--- config.mk ---
export PLATFORM = sky130hd
export DESIGN_NAME = pdc_out_stage
export DESIGN_NICKNAME = d
export VERILOG_FILES = /design/src/pdc_pkg.sv /design/src/pdc_dead_gen.sv /design/src/pdc_out_stage.sv
export SDC_FILE = /design/constraint.sdc
export NUM_CORES = 1
export LEC_CHECK = 0
export ABC_AREA = 1
export BUFFER_PORTS_ARGS = -buffer_cell sky130_fd_sc_hd__buf_2
export CAP_MARGIN = 20
export CORE_MARGIN = 2
export CORE_UTILIZATION = 39
export CTS_CLUSTER_DIAMETER = 80
export CTS_CLUSTER_SIZE = 25
export DETAILED_ROUTE_END_ITERATION = 7
export SYNTH_ARGS = -nofsm -noshare
export SYNTH_HDL_FRONTEND = slang
export SYNTH_SLANG_ARGS = --single-unit
--- constraint.sdc ---
create_clock -name pclk -period 2.7 [get_ports pclk]
set_clock_uncertainty 0.05 [all_clocks]
set_input_delay 0.27 -clock pclk [delete_from_list [all_inputs] [get_ports pclk]]
set_output_delay 0.27 -clock pclk [all_outputs]
set_load 0.02 [all_outputs]
--- src/pdc_pkg.sv ---
// constants and types shared by the pwm output stage
package pdc_pkg;

    // register byte offsets
    localparam logic [7:0] PDC_OFF_CTRL = 8'h00;
    localparam logic [7:0] PDC_OFF_CFG = 8'h04;
    localparam logic [7:0] PDC_OFF_DEAD = 8'h08;
    localparam logic [7:0] PDC_OFF_MAN = 8'h0c;
    localparam logic [7:0] PDC_OFF_STAT = 8'h10;

    // control register fields
    localparam int PDC_CTRL_EN_BIT = 0;
    localparam int PDC_CTRL_MAN_BIT = 1;
    localparam int PDC_CTRL_METH_LO = 2;
    localparam int PDC_CTRL_POL_LO = 4;

    // write-once configuration fields
    localparam int PDC_CFG_UNPAIRED_BIT = 0;
    localparam int PDC_CFG_TOPINV_BIT = 1;
    localparam int PDC_CFG_BOTINV_BIT = 2;

    // status register fields
    localparam int PDC_STAT_OUT_LO = 0;
    localparam int PDC_STAT_SEL_LO = 6;
    localparam int PDC_STAT_SENSE_LO = 9;
    localparam int PDC_STAT_CFGLK_BIT = 12;
    localparam int PDC_STAT_DEADLK_BIT = 13;

    // reset values
    localparam logic [6:0] PDC_CTRL_RESET = 7'h00;
    localparam logic [2:0] PDC_CFG_RESET = 3'h0;
    localparam logic [7:0] PDC_DEAD_RESET = 8'hff;
    localparam logic [5:0] PDC_MAN_RESET = 6'h00;

    // correction method field
    typedef enum logic [1:0] {
        PDC_METH_SW0 = 2'h0,
        PDC_METH_SW1 = 2'h1,
        PDC_METH_PIN_DEAD = 2'h2,
        PDC_METH_PIN_MID = 2'h3
    } pdc_meth_t;

endpackage

--- src/pdc_dead_gen.sv ---
// dead-time generator for one complementary pair
`timescale 1ns/100ps
module pdc_dead_gen
    import pdc_pkg::*;
#(
    parameter int DT_W = 8
) (
    input wire logic pclk,
    input wire logic presetn,
    input wire logic in_i,
    input wire logic [DT_W-1:0] dead_i,
    output logic top_o,
    output logic bot_o
);

    logic prev_ff;
    logic [DT_W-1:0] cnt_ff;
    logic top_ff;
    logic bot_ff;

    // every edge of the input reloads the counter and blanks both sides
    always_ff @(posedge pclk or negedge presetn) begin
        if (!presetn) begin
            prev_ff <= 1'b0;
            cnt_ff <= '0;
            top_ff <= 1'b0;
            bot_ff <= 1'b0;
        end else if (in_i != prev_ff) begin
            prev_ff <= in_i;
            cnt_ff <= dead_i;
            top_ff <= 1'b0;
            bot_ff <= 1'b0;
        end else if (cnt_ff > 1) begin
            cnt_ff <= cnt_ff - 1'b1;
        end else begin
            cnt_ff <= '0;
            top_ff <= prev_ff;
            bot_ff <= ~prev_ff;
        end
    end

    assign top_o = top_ff;
    assign bot_o = bot_ff;

    a_pair_exclusive: assert property (@(posedge pclk) disable iff (!presetn) !(top_ff && bot_ff))
        else $error("top and bottom active together");
    a_dead_blank: assert property (@(posedge pclk) disable iff (!presetn)
        (in_i != prev_ff && dead_i >= 8'd3) |=> (!top_ff && !bot_ff)[*3])
        else $error("dead-time blanking too short");
    a_dead_end: assert property (@(posedge pclk) disable iff (!presetn)
        (in_i != prev_ff && dead_i == 8'd2) ##1 (in_i == prev_ff) ##1 (in_i == prev_ff) |=> (top_ff || bot_ff))
        else $error("dead-time did not end on time");

endmodule

--- src/pdc_out_stage.sv ---
// pwm output stage: pairing, dead-time, top/bottom correction, polarity, apb registers
// What this block does
// - six outputs run independently or as three complementary pairs per the unpaired option.
// - in paired mode one selected value register drives both outputs of a pair.
// - in independent mode each output follows its own value register.
// - dead-time length is an 8-bit count of cpu clocks with both outputs off.
// - dead-time counts undivided clocks, unaffected by the period prescaler.
// - selected odd or even generator output, or odd manual bit under manual control, feeds dead-time.
// - each dead-time input edge blanks both outputs for the dead-time first.
// - in paired mode bottom comes from top and dead-time; top and bottom never active together.
// - manual odd bits drive tops; in paired mode even bits gate bottoms only as complements, in independent mode they drive bottoms.
// - sensed polarity 0 selects the odd value register, 1 selects the even one.
// - method 00 or 01 selects by software polarity bits, ignoring sense pins.
// - method 10 latches sense pins while both pair outputs are off.
// - method 11 latches at half cycle (center) or cycle end (edge).
// - top/bottom selection applies only in complementary operation.
// - top/bottom decision is made at the start of each period.
// - polarity bits and sensed values are buffered; changes apply next period.
// - correction method field is used unbuffered, immediately.
// - first enable with pin correction uses value registers 1, 3 and 5.
// - tops 1,3,5 use high side invert, bottoms 2,4,6 low side invert.
// - positive polarity drives active high, negative polarity drives active low.
// - both invert options sit in a configuration register written only once.
// - write-once dead-time register resets to all ones.
//
// Chosen here: the APB interface to the registers and the register addresses.
`timescale 1ns/100ps
module pdc_out_stage
    import pdc_pkg::*;
#(
    parameter int NPAIR = 3,
    parameter int DT_W = 8
) (
    input wire logic pclk,
    input wire logic presetn,
    input wire logic [7:0] paddr,
    input wire logic psel,
    input wire logic penable,
    input wire logic pwrite,
    input wire logic [31:0] pwdata,
    input wire logic [3:0] pstrb,
    output logic [31:0] prdata,
    output logic pready,
    output logic pslverr,
    input wire logic [2*NPAIR-1:0] gen_pwm,
    input wire logic period_start,
    input wire logic half_cycle,
    input wire logic edge_mode,
    input wire logic [NPAIR-1:0] current_sense_pin,
    output logic [2*NPAIR-1:0] pwm_out,
    output logic [NPAIR-1:0] value_sel_bottom
);

    ////////////////////////////////////////////////////////////////////////////
    // apb slave

    logic [6:0] ctrl_ff;
    logic [2:0] cfg_ff;
    logic cfg_lock_ff;
    logic [DT_W-1:0] dead_ff;
    logic dead_lock_ff;
    logic [2*NPAIR-1:0] man_ff;
    logic pready_ff;
    logic pslverr_ff;
    logic [31:0] prdata_ff;
    logic [31:0] nxt_prdata;
    logic nxt_slverr;
    logic wr_acc;
    logic [NPAIR-1:0] sel_ff;
    logic [NPAIR-1:0] sense_ff;
    logic [2*NPAIR-1:0] pwm_out_ff;

    // zero-wait answer: ready is raised for the access cycle that follows setup
    assign wr_acc = psel && penable && pready_ff && pwrite && pstrb[0];

    always_comb begin
        nxt_prdata = 32'h0000_0000;
        nxt_slverr = 1'b0;
        if (paddr == PDC_OFF_CTRL) begin
            nxt_prdata[6:0] = ctrl_ff;
        end else if (paddr == PDC_OFF_CFG) begin
            nxt_prdata[2:0] = cfg_ff;
        end else if (paddr == PDC_OFF_DEAD) begin
            nxt_prdata[DT_W-1:0] = dead_ff;
        end else if (paddr == PDC_OFF_MAN) begin
            nxt_prdata[2*NPAIR-1:0] = man_ff;
        end else if (paddr == PDC_OFF_STAT) begin
            nxt_prdata[PDC_STAT_OUT_LO +: 2*NPAIR] = pwm_out_ff;
            nxt_prdata[PDC_STAT_SEL_LO +: NPAIR] = sel_ff;
            nxt_prdata[PDC_STAT_SENSE_LO +: NPAIR] = sense_ff;
            nxt_prdata[PDC_STAT_CFGLK_BIT] = cfg_lock_ff;
            nxt_prdata[PDC_STAT_DEADLK_BIT] = dead_lock_ff;
        end else begin
            nxt_slverr = 1'b1;
        end
    end

    always_ff @(posedge pclk or negedge presetn) begin
        if (!presetn) begin
            pready_ff <= 1'b0;
            pslverr_ff <= 1'b0;
            prdata_ff <= 32'h0000_0000;
        end else begin
            pready_ff <= psel && !penable;
            pslverr_ff <= psel && !penable && nxt_slverr;
            if (psel && !penable && !pwrite) begin
                prdata_ff <= nxt_prdata;
            end
        end
    end

    assign prdata = prdata_ff;
    assign pready = pready_ff;
    assign pslverr = pslverr_ff;

    ////////////////////////////////////////////////////////////////////////////
    // registers

    always_ff @(posedge pclk or negedge presetn) begin
        if (!presetn) begin
            ctrl_ff <= PDC_CTRL_RESET;
        end else if (wr_acc && paddr == PDC_OFF_CTRL) begin
            ctrl_ff <= pwdata[6:0];
        end
    end

    // write-once: a stray write must not flip gate polarity and short a leg
    always_ff @(posedge pclk or negedge presetn) begin
        if (!presetn) begin
            cfg_ff <= PDC_CFG_RESET;
            cfg_lock_ff <= 1'b0;
        end else if (wr_acc && paddr == PDC_OFF_CFG && !cfg_lock_ff) begin
            cfg_ff <= pwdata[2:0];
            cfg_lock_ff <= 1'b1;
        end
    end

    always_ff @(posedge pclk or negedge presetn) begin
        if (!presetn) begin
            dead_ff <= PDC_DEAD_RESET;
            dead_lock_ff <= 1'b0;
        end else if (wr_acc && paddr == PDC_OFF_DEAD && !dead_lock_ff) begin
            dead_ff <= pwdata[DT_W-1:0];
            dead_lock_ff <= 1'b1;
        end
    end

    always_ff @(posedge pclk or negedge presetn) begin
        if (!presetn) begin
            man_ff <= PDC_MAN_RESET;
        end else if (wr_acc && paddr == PDC_OFF_MAN) begin
            man_ff <= pwdata[2*NPAIR-1:0];
        end
    end

    logic modulator_enable;
    logic manual_req;
    pdc_meth_t meth;
    logic [NPAIR-1:0] software_current_polarity;
    logic unpaired_channel_option;
    logic high_side_invert;
    logic low_side_invert;

    assign modulator_enable = ctrl_ff[PDC_CTRL_EN_BIT];
    assign manual_req = ctrl_ff[PDC_CTRL_MAN_BIT];
    assign meth = pdc_meth_t'(ctrl_ff[PDC_CTRL_METH_LO +: 2]);
    assign software_current_polarity = ctrl_ff[PDC_CTRL_POL_LO +: NPAIR];
    assign unpaired_channel_option = cfg_ff[PDC_CFG_UNPAIRED_BIT];
    assign high_side_invert = cfg_ff[PDC_CFG_TOPINV_BIT];
    assign low_side_invert = cfg_ff[PDC_CFG_BOTINV_BIT];

    ////////////////////////////////////////////////////////////////////////////
    // sense pin synchronisers and enable edge

    logic [NPAIR-1:0] sync1_ff;
    logic [NPAIR-1:0] sync2_ff;
    logic [NPAIR-1:0] sync3_ff;
    logic [NPAIR-1:0] sense_filt_ff;
    logic en_prev_ff;
    logic en_rise;
    logic man_eff_ff;

    always_ff @(posedge pclk or negedge presetn) begin
        if (!presetn) begin
            sync1_ff <= '0;
            sync2_ff <= '0;
            sync3_ff <= '0;
            sense_filt_ff <= '0;
        end else begin
            sync1_ff <= current_sense_pin;
            sync2_ff <= sync1_ff;
            sync3_ff <= sync2_ff;
            for (int i = 0; i < NPAIR; i++) begin
                if (sync2_ff[i] == sync3_ff[i]) begin
                    sense_filt_ff[i] <= sync3_ff[i];
                end
            end
        end
    end

    always_ff @(posedge pclk or negedge presetn) begin
        if (!presetn) begin
            en_prev_ff <= 1'b0;
        end else begin
            en_prev_ff <= modulator_enable;
        end
    end

    assign en_rise = modulator_enable && !en_prev_ff;

    // manual control takes over at once but hands back only at a period start
    always_ff @(posedge pclk or negedge presetn) begin
        if (!presetn) begin
            man_eff_ff <= 1'b0;
        end else if (manual_req) begin
            man_eff_ff <= 1'b1;
        end else if (period_start) begin
            man_eff_ff <= 1'b0;
        end
    end

    ////////////////////////////////////////////////////////////////////////////
    // per pair: sense latch, value select, dead-time, polarity

    logic [NPAIR-1:0] nxt_sense;
    logic [NPAIR-1:0] dt_top;
    logic [NPAIR-1:0] dt_bot;
    logic [NPAIR-1:0] top_act;
    logic [NPAIR-1:0] bot_act;
    logic sense_strobe;

    // the cycle end in edge mode coincides with the next period start
    assign sense_strobe = edge_mode ? period_start : half_cycle;

    genvar p;
    generate
        for (p = 0; p < NPAIR; p++) begin : g_pair
            logic dt_in;

            always_comb begin
                nxt_sense[p] = sense_ff[p];
                if (en_rise) begin
                    nxt_sense[p] = 1'b0;
                end else if (meth == PDC_METH_PIN_DEAD) begin
                    // no blanking at 0 or 100 percent, so the value holds
                    if (!dt_top[p] && !dt_bot[p] && !unpaired_channel_option) begin
                        nxt_sense[p] = sense_filt_ff[p];
                    end
                end else if (meth == PDC_METH_PIN_MID) begin
                    if (sense_strobe) begin
                        nxt_sense[p] = sense_filt_ff[p];
                    end
                end
            end

            // odd register is channel 2p, even register is channel 2p+1
            assign dt_in = man_eff_ff ? man_ff[2*p] :
                (sel_ff[p] ? gen_pwm[2*p+1] : gen_pwm[2*p]);

            pdc_dead_gen #(
                .DT_W(DT_W)
            ) u_dead (
                .pclk(pclk),
                .presetn(presetn),
                .in_i(dt_in),
                .dead_i(dead_ff),
                .top_o(dt_top[p]),
                .bot_o(dt_bot[p])
            );

            always_comb begin
                if (unpaired_channel_option) begin
                    top_act[p] = man_eff_ff ? man_ff[2*p] : gen_pwm[2*p];
                    bot_act[p] = man_eff_ff ? man_ff[2*p+1] : gen_pwm[2*p+1];
                end else begin
                    top_act[p] = dt_top[p];
                    bot_act[p] = dt_bot[p] && (!man_eff_ff || man_ff[2*p+1]);
                end
            end
        end
    endgenerate

    always_ff @(posedge pclk or negedge presetn) begin
        if (!presetn) begin
            sense_ff <= '0;
        end else begin
            sense_ff <= nxt_sense;
        end
    end

    // selection is buffered per period so one register serves a whole period
    always_ff @(posedge pclk or negedge presetn) begin
        if (!presetn) begin
            sel_ff <= '0;
        end else if (unpaired_channel_option) begin
            sel_ff <= '0;
        end else if (en_rise && meth[1]) begin
            sel_ff <= '0;
        end else if (period_start) begin
            sel_ff <= meth[1] ? nxt_sense : software_current_polarity;
        end
    end

    always_ff @(posedge pclk or negedge presetn) begin
        if (!presetn) begin
            pwm_out_ff <= '0;
        end else begin
            for (int i = 0; i < NPAIR; i++) begin
                pwm_out_ff[2*i] <= top_act[i] ^ high_side_invert;
                pwm_out_ff[2*i+1] <= bot_act[i] ^ low_side_invert;
            end
        end
    end

    assign pwm_out = pwm_out_ff;
    assign value_sel_bottom = sel_ff;

    ////////////////////////////////////////////////////////////////////////////
    // checks

    a_cfg_write_once: assert property (@(posedge pclk) disable iff (!presetn)
        $past(cfg_lock_ff) |-> $stable(cfg_ff))
        else $error("configuration changed after its single write");

    a_dead_write_once: assert property (@(posedge pclk) disable iff (!presetn)
        !dead_lock_ff |-> dead_ff == 8'hff)
        else $error("dead-time not all ones before first write");

    a_sel_at_start: assert property (@(posedge pclk) disable iff (!presetn)
        (sel_ff != $past(sel_ff)) |-> ($past(period_start) || $past(en_rise) || $past(unpaired_channel_option)))
        else $error("value select changed mid period");

    a_sw_select: assert property (@(posedge pclk) disable iff (!presetn)
        (period_start && !meth[1] && !unpaired_channel_option && !en_rise) |=>
        sel_ff == $past(software_current_polarity))
        else $error("software polarity not used for selection");

    a_first_enable: assert property (@(posedge pclk) disable iff (!presetn)
        (en_rise && meth[1] && !period_start) |=> (sel_ff == '0 && sense_ff == '0))
        else $error("first enable did not select odd registers");

    a_unpaired_channel_option_no_sel: assert property (@(posedge pclk) disable iff (!presetn)
        $past(unpaired_channel_option) |-> sel_ff == '0)
        else $error("selection applied in independent operation");

    a_unpaired_channel_option_pass: assert property (@(posedge pclk) disable iff (!presetn)
        (unpaired_channel_option && !man_eff_ff) |=>
        pwm_out_ff[0] == ($past(gen_pwm[0]) ^ $past(high_side_invert)))
        else $error("independent output not passed straight through");

    a_pins_exclusive: assert property (@(posedge pclk) disable iff (!presetn)
        !unpaired_channel_option && $past(!unpaired_channel_option) |->
        !((pwm_out_ff[0] ^ $past(high_side_invert)) && (pwm_out_ff[1] ^ $past(low_side_invert))))
        else $error("pair 1 pins active together");

    a_meth_mid_latch: assert property (@(posedge pclk) disable iff (!presetn)
        (meth == PDC_METH_PIN_MID && sense_strobe && !en_rise) |=> sense_ff == $past(sense_filt_ff))
        else $error("sense value not latched at strobe");

endmodule

==> metrics.md <==
| Metric | Value |
|---|---|
| Min-delay src | `period_start` |
| Synth cell types | `41` |
| Clock power frac | `28.9%` |
| Hold Path Sink | `man_eff_ff` |
| RSZ-0062 raised after global routing | `no` |
| Largest stage delay, worst path | `0.45 ns` |
| Buffers plus inverters on the worst setup path | `2` |
| Final worst-path cycle share | `76.25%` |
| Crit Path Class | `flip-flop to flip-flop` |
| TritonCTS clock tree | `built` |
| Pwr Density | `810.2 nW/µm²` |
| Power Internal | `just over 3000 µW` |
| IO Count | `roughly 100` |
| Syn Inst Count | `586` |
| Via density | `between 4 and 5` |
| Worst Path Arrival | `roughly 2.3 ns` |
| Hold Crit Depth | `2` |
| Logic pwr share | `around 30%` |
| Initial antenna violation count | `0` |
| Worst hold path class | `input port to flip-flop` |
| Final hold violations | `0` |
| Seq/Total Area, Yosys | `about half` |
| Largest net degree at the start of global routing | `50` |
| Drt total wl | `roughly 12000 µm` |
| Die area | `14130 µm²` |
| Final slew viol count | `0` |
| Routability cong. | `0.8605` |
| Total track usage | `18.49%` |
| Slew HR | `approximately three fifths` |
| CTS H-tree lvls | `3` |
| Cell chain of the critical path | `or2_2 > a31oi_1 > ha_1 > inv_1 > o21ai_0 > buf_2 > o22ai_1` |
| FF-to-FF path depth | `7` |
| Post_cts resized | `0` |
| Via count of the first global-routing pass | `3967` |
| First-pass GRT wire length | `20200 µm` |
| DP Wirelength | `9288 µm` |
| Clock root buffer | `clkbuf_16` |
| # port buffers | `just under 60` |
| Antenna diodes | `0` |
| 1st-iter DRT viols | `188` |
| Critical R2R Capture | `g_pair[0].u_dead.cnt_ff[5]` |
| Num CTS Buffers | `9` |
| First-pass DRT Iterations | `4` |
| Skew-Pair Late Insertion Delay | `0.36 ns` |
| Synth area leaders | `dfrtp_1 45%, nand2_1 8.3%, inv_1 5.9%` |
| Startpoint types | `flip-flop` |
| Top cell type's share of synthesized area | `a little under half` |
| Endpoint class of the critical path | `flip-flop` |
| NetSw | `1689 µW` |
| Clock sink total | `a little over 100` |
| DR WL/cell | `14.96 µm` |
| Clock Tree Buf Depth | `2` |
| CTS clock-pin slew for the worst setup and hold paths | `around 0.07 ns` |
| Most common cell after layout, fill and taps aside | `nand2_1` |
| Worst Tran Pin Value | `~0.63 ns` |
| DR vias | `4083` |
| Most frequent cells in the layout | `114 x nand2_1, 93 x dfrtp_1, 81 x inv_1` |
| Worst VDD drop | `between 0.3 and 0.4 mV` |
| Synth warnings | `0` |
| R2R Setup Slk | `approximately 0.64 ns` |
| CTS hold repair buffers | `4` |
| Layout area overhead | `14.59%` |
| Cell area after layout | `approximately 5900 µm²` |
| Layout cells sized above 1 | `between 10% and 20%` |
| Critical path data required time | `2.92 ns` |
| Leak Pwr | `about 0.0030 µW` |
| Outcome | `completed` |
| RR Startpoint | `value_sel_bottom[0]` |
| Dpl cell area | `about 5500 µm²` |
| Post-Syn Area | `between 5000 and 6000 µm²` |
| ANT nets after route | `0` |
| # setup viols final | `0` |
| FF+latch count, synth | `a little over 100` |
| Fmax | `485.8 MHz` |
| Avg Cell Area, Syn | `slightly below 9 µm²` |
| CP max FO | `7` |
| Tmin final | `2.059 ns` |
| Yosys top cell by area | `dfrtp_1` |
| Slowest-stage cell, CP | `dfrtp_1` |
| Switching share of power | `35.36%` |
| Die width | `~120 µm` |
| Grt ovf | `0` |
| Rows | `slightly above 40` |
| Post-route setup TNS | `0 ns` |
| Max-Cap Viols | `0` |
| Nets | `between 700 and 800` |
| Sequential power share | `41.1%` |
| Die height | `118.9 µm` |
| Setup bufs post-CTS | `0` |
| Initial core utilization | `between 40% and 50%` |
| Drc violations | `0` |
| Core area | `12770 µm²` |
| Cell family with most CP delay | `compound AO/OA/AOI/OAI gates` |
==> flip-flops by register name, indices dropped and copies added, names as in the netlist, 6 cells and up <==
name,flops
prdata,14
g_pair.u_dead.cnt_ff,24
man_ff,6
dead_ff,8
ctrl_ff,7
pwm_out,6
==> power groups by stage <==
stage,combinational (µW),sequential (µW),clock (µW)
2_1_floorplan,1040,1990,0
3_3_place_gp,1360,1980,0
3_5_place_dp,1410,1990,0
4_1_cts,1420,1960,1410
5_1_grt,1640,2000,1470
6_report,1430,1970,1380
==> stage by stage <==
stage | utilization (%) | std cells | setup WS [ns] | hold slack [ns] | total power [µW]
after floorplan | - | 603 | 0.8764 | -0.07559 | 3029
after global placement | 43.30 | 806 | 0.5281 | 0.2766 | 3332
after detailed placement | 43.30 | 806 | 0.4479 | 0.2865 | 3398
after CTS | 46.09 | 826 | 0.4369 | 0.08965 | 4790
after global routing | 46.17 | 828 | 0.5278 | 0.1014 | 5105
final | 46.17 | 828 | 0.6414 | 0.1062 | 4778
==> how the worst max path moves through the flow <==
stage | start | endpoint | slack [ns] | depth (start not counted)
after detailed placement | value_sel_bottom[0] | g_pair[0].u_dead.cnt_ff[7] | 0.45 | 8
after CTS | value_sel_bottom[0] | g_pair[0].u_dead.cnt_ff[7] | 0.44 | 8
after global routing | man_eff_ff | g_pair[0].u_dead.cnt_ff[4] | 0.53 | 7
after floorplan | value_sel_bottom[0] | g_pair[0].u_dead.prev_ff | 0.88 | 6
final | value_sel_bottom[0] | g_pair[0].u_dead.cnt_ff[5] | 0.64 | 7
after global placement | g_pair[0].u_dead.cnt_ff[0] | g_pair[0].u_dead.cnt_ff[7] | 0.53 | 7
==> cell usage after synthesis (all sizes together) <==
cell / number
a21oi: 20
nand2: 122
o31ai: 6
xnor2: 5
a2bb2oi: 1
ha: 12
and2: 2
inv: 84
clkinv: 2
dfrtp: 93
nand3: 37
o221ai: 2
buf: 28
o22ai: 25
nor2: 56
xor2: 15
clkbuf: 4
dfstp: 8
conb: 1
nor3: 2
a31oi: 1
or2: 4
maj3: 3
o211ai: 4
nand4: 7
o21ai: 42
==> per-layer routing <==
metal / global-route usage (%) / vias to the layer above / routed length [µm]
met5: 0 / - / 0
met4: 8.631 / 0 / 343
met3: 2.874 / 25 / 785
met2: 29.13 / 127 / 5723
met1: 25.06 / 1942 / 5539
li1: - / 1989 / -
==> cells by family after synthesis <==
| logic type | share of synthesized area [%] |
|---|---|
| DFF | 49.31 |
| other | 0.07287 |
| and+or+nand+nor | 20.93 |
| AOI/OAI and AO/OA | 12.11 |
| buffers and inverters | 10.67 |
| xor gates and xnor gates | 3.404 |
| adders and majority gates | 3.501 |
==> layout make-up <==
cell class	instances	area [µm²]
repair buffers	69	380.4
well taps	172	215.2
clock inverters	6	77.57
multi-input cells	384	2123
inverters	86	324.1
clock buffers	10	239.0
flip-flops and latches	101	2537
fillers	1225	6877
Note: power is estimated with default switching activity, not from simulation.
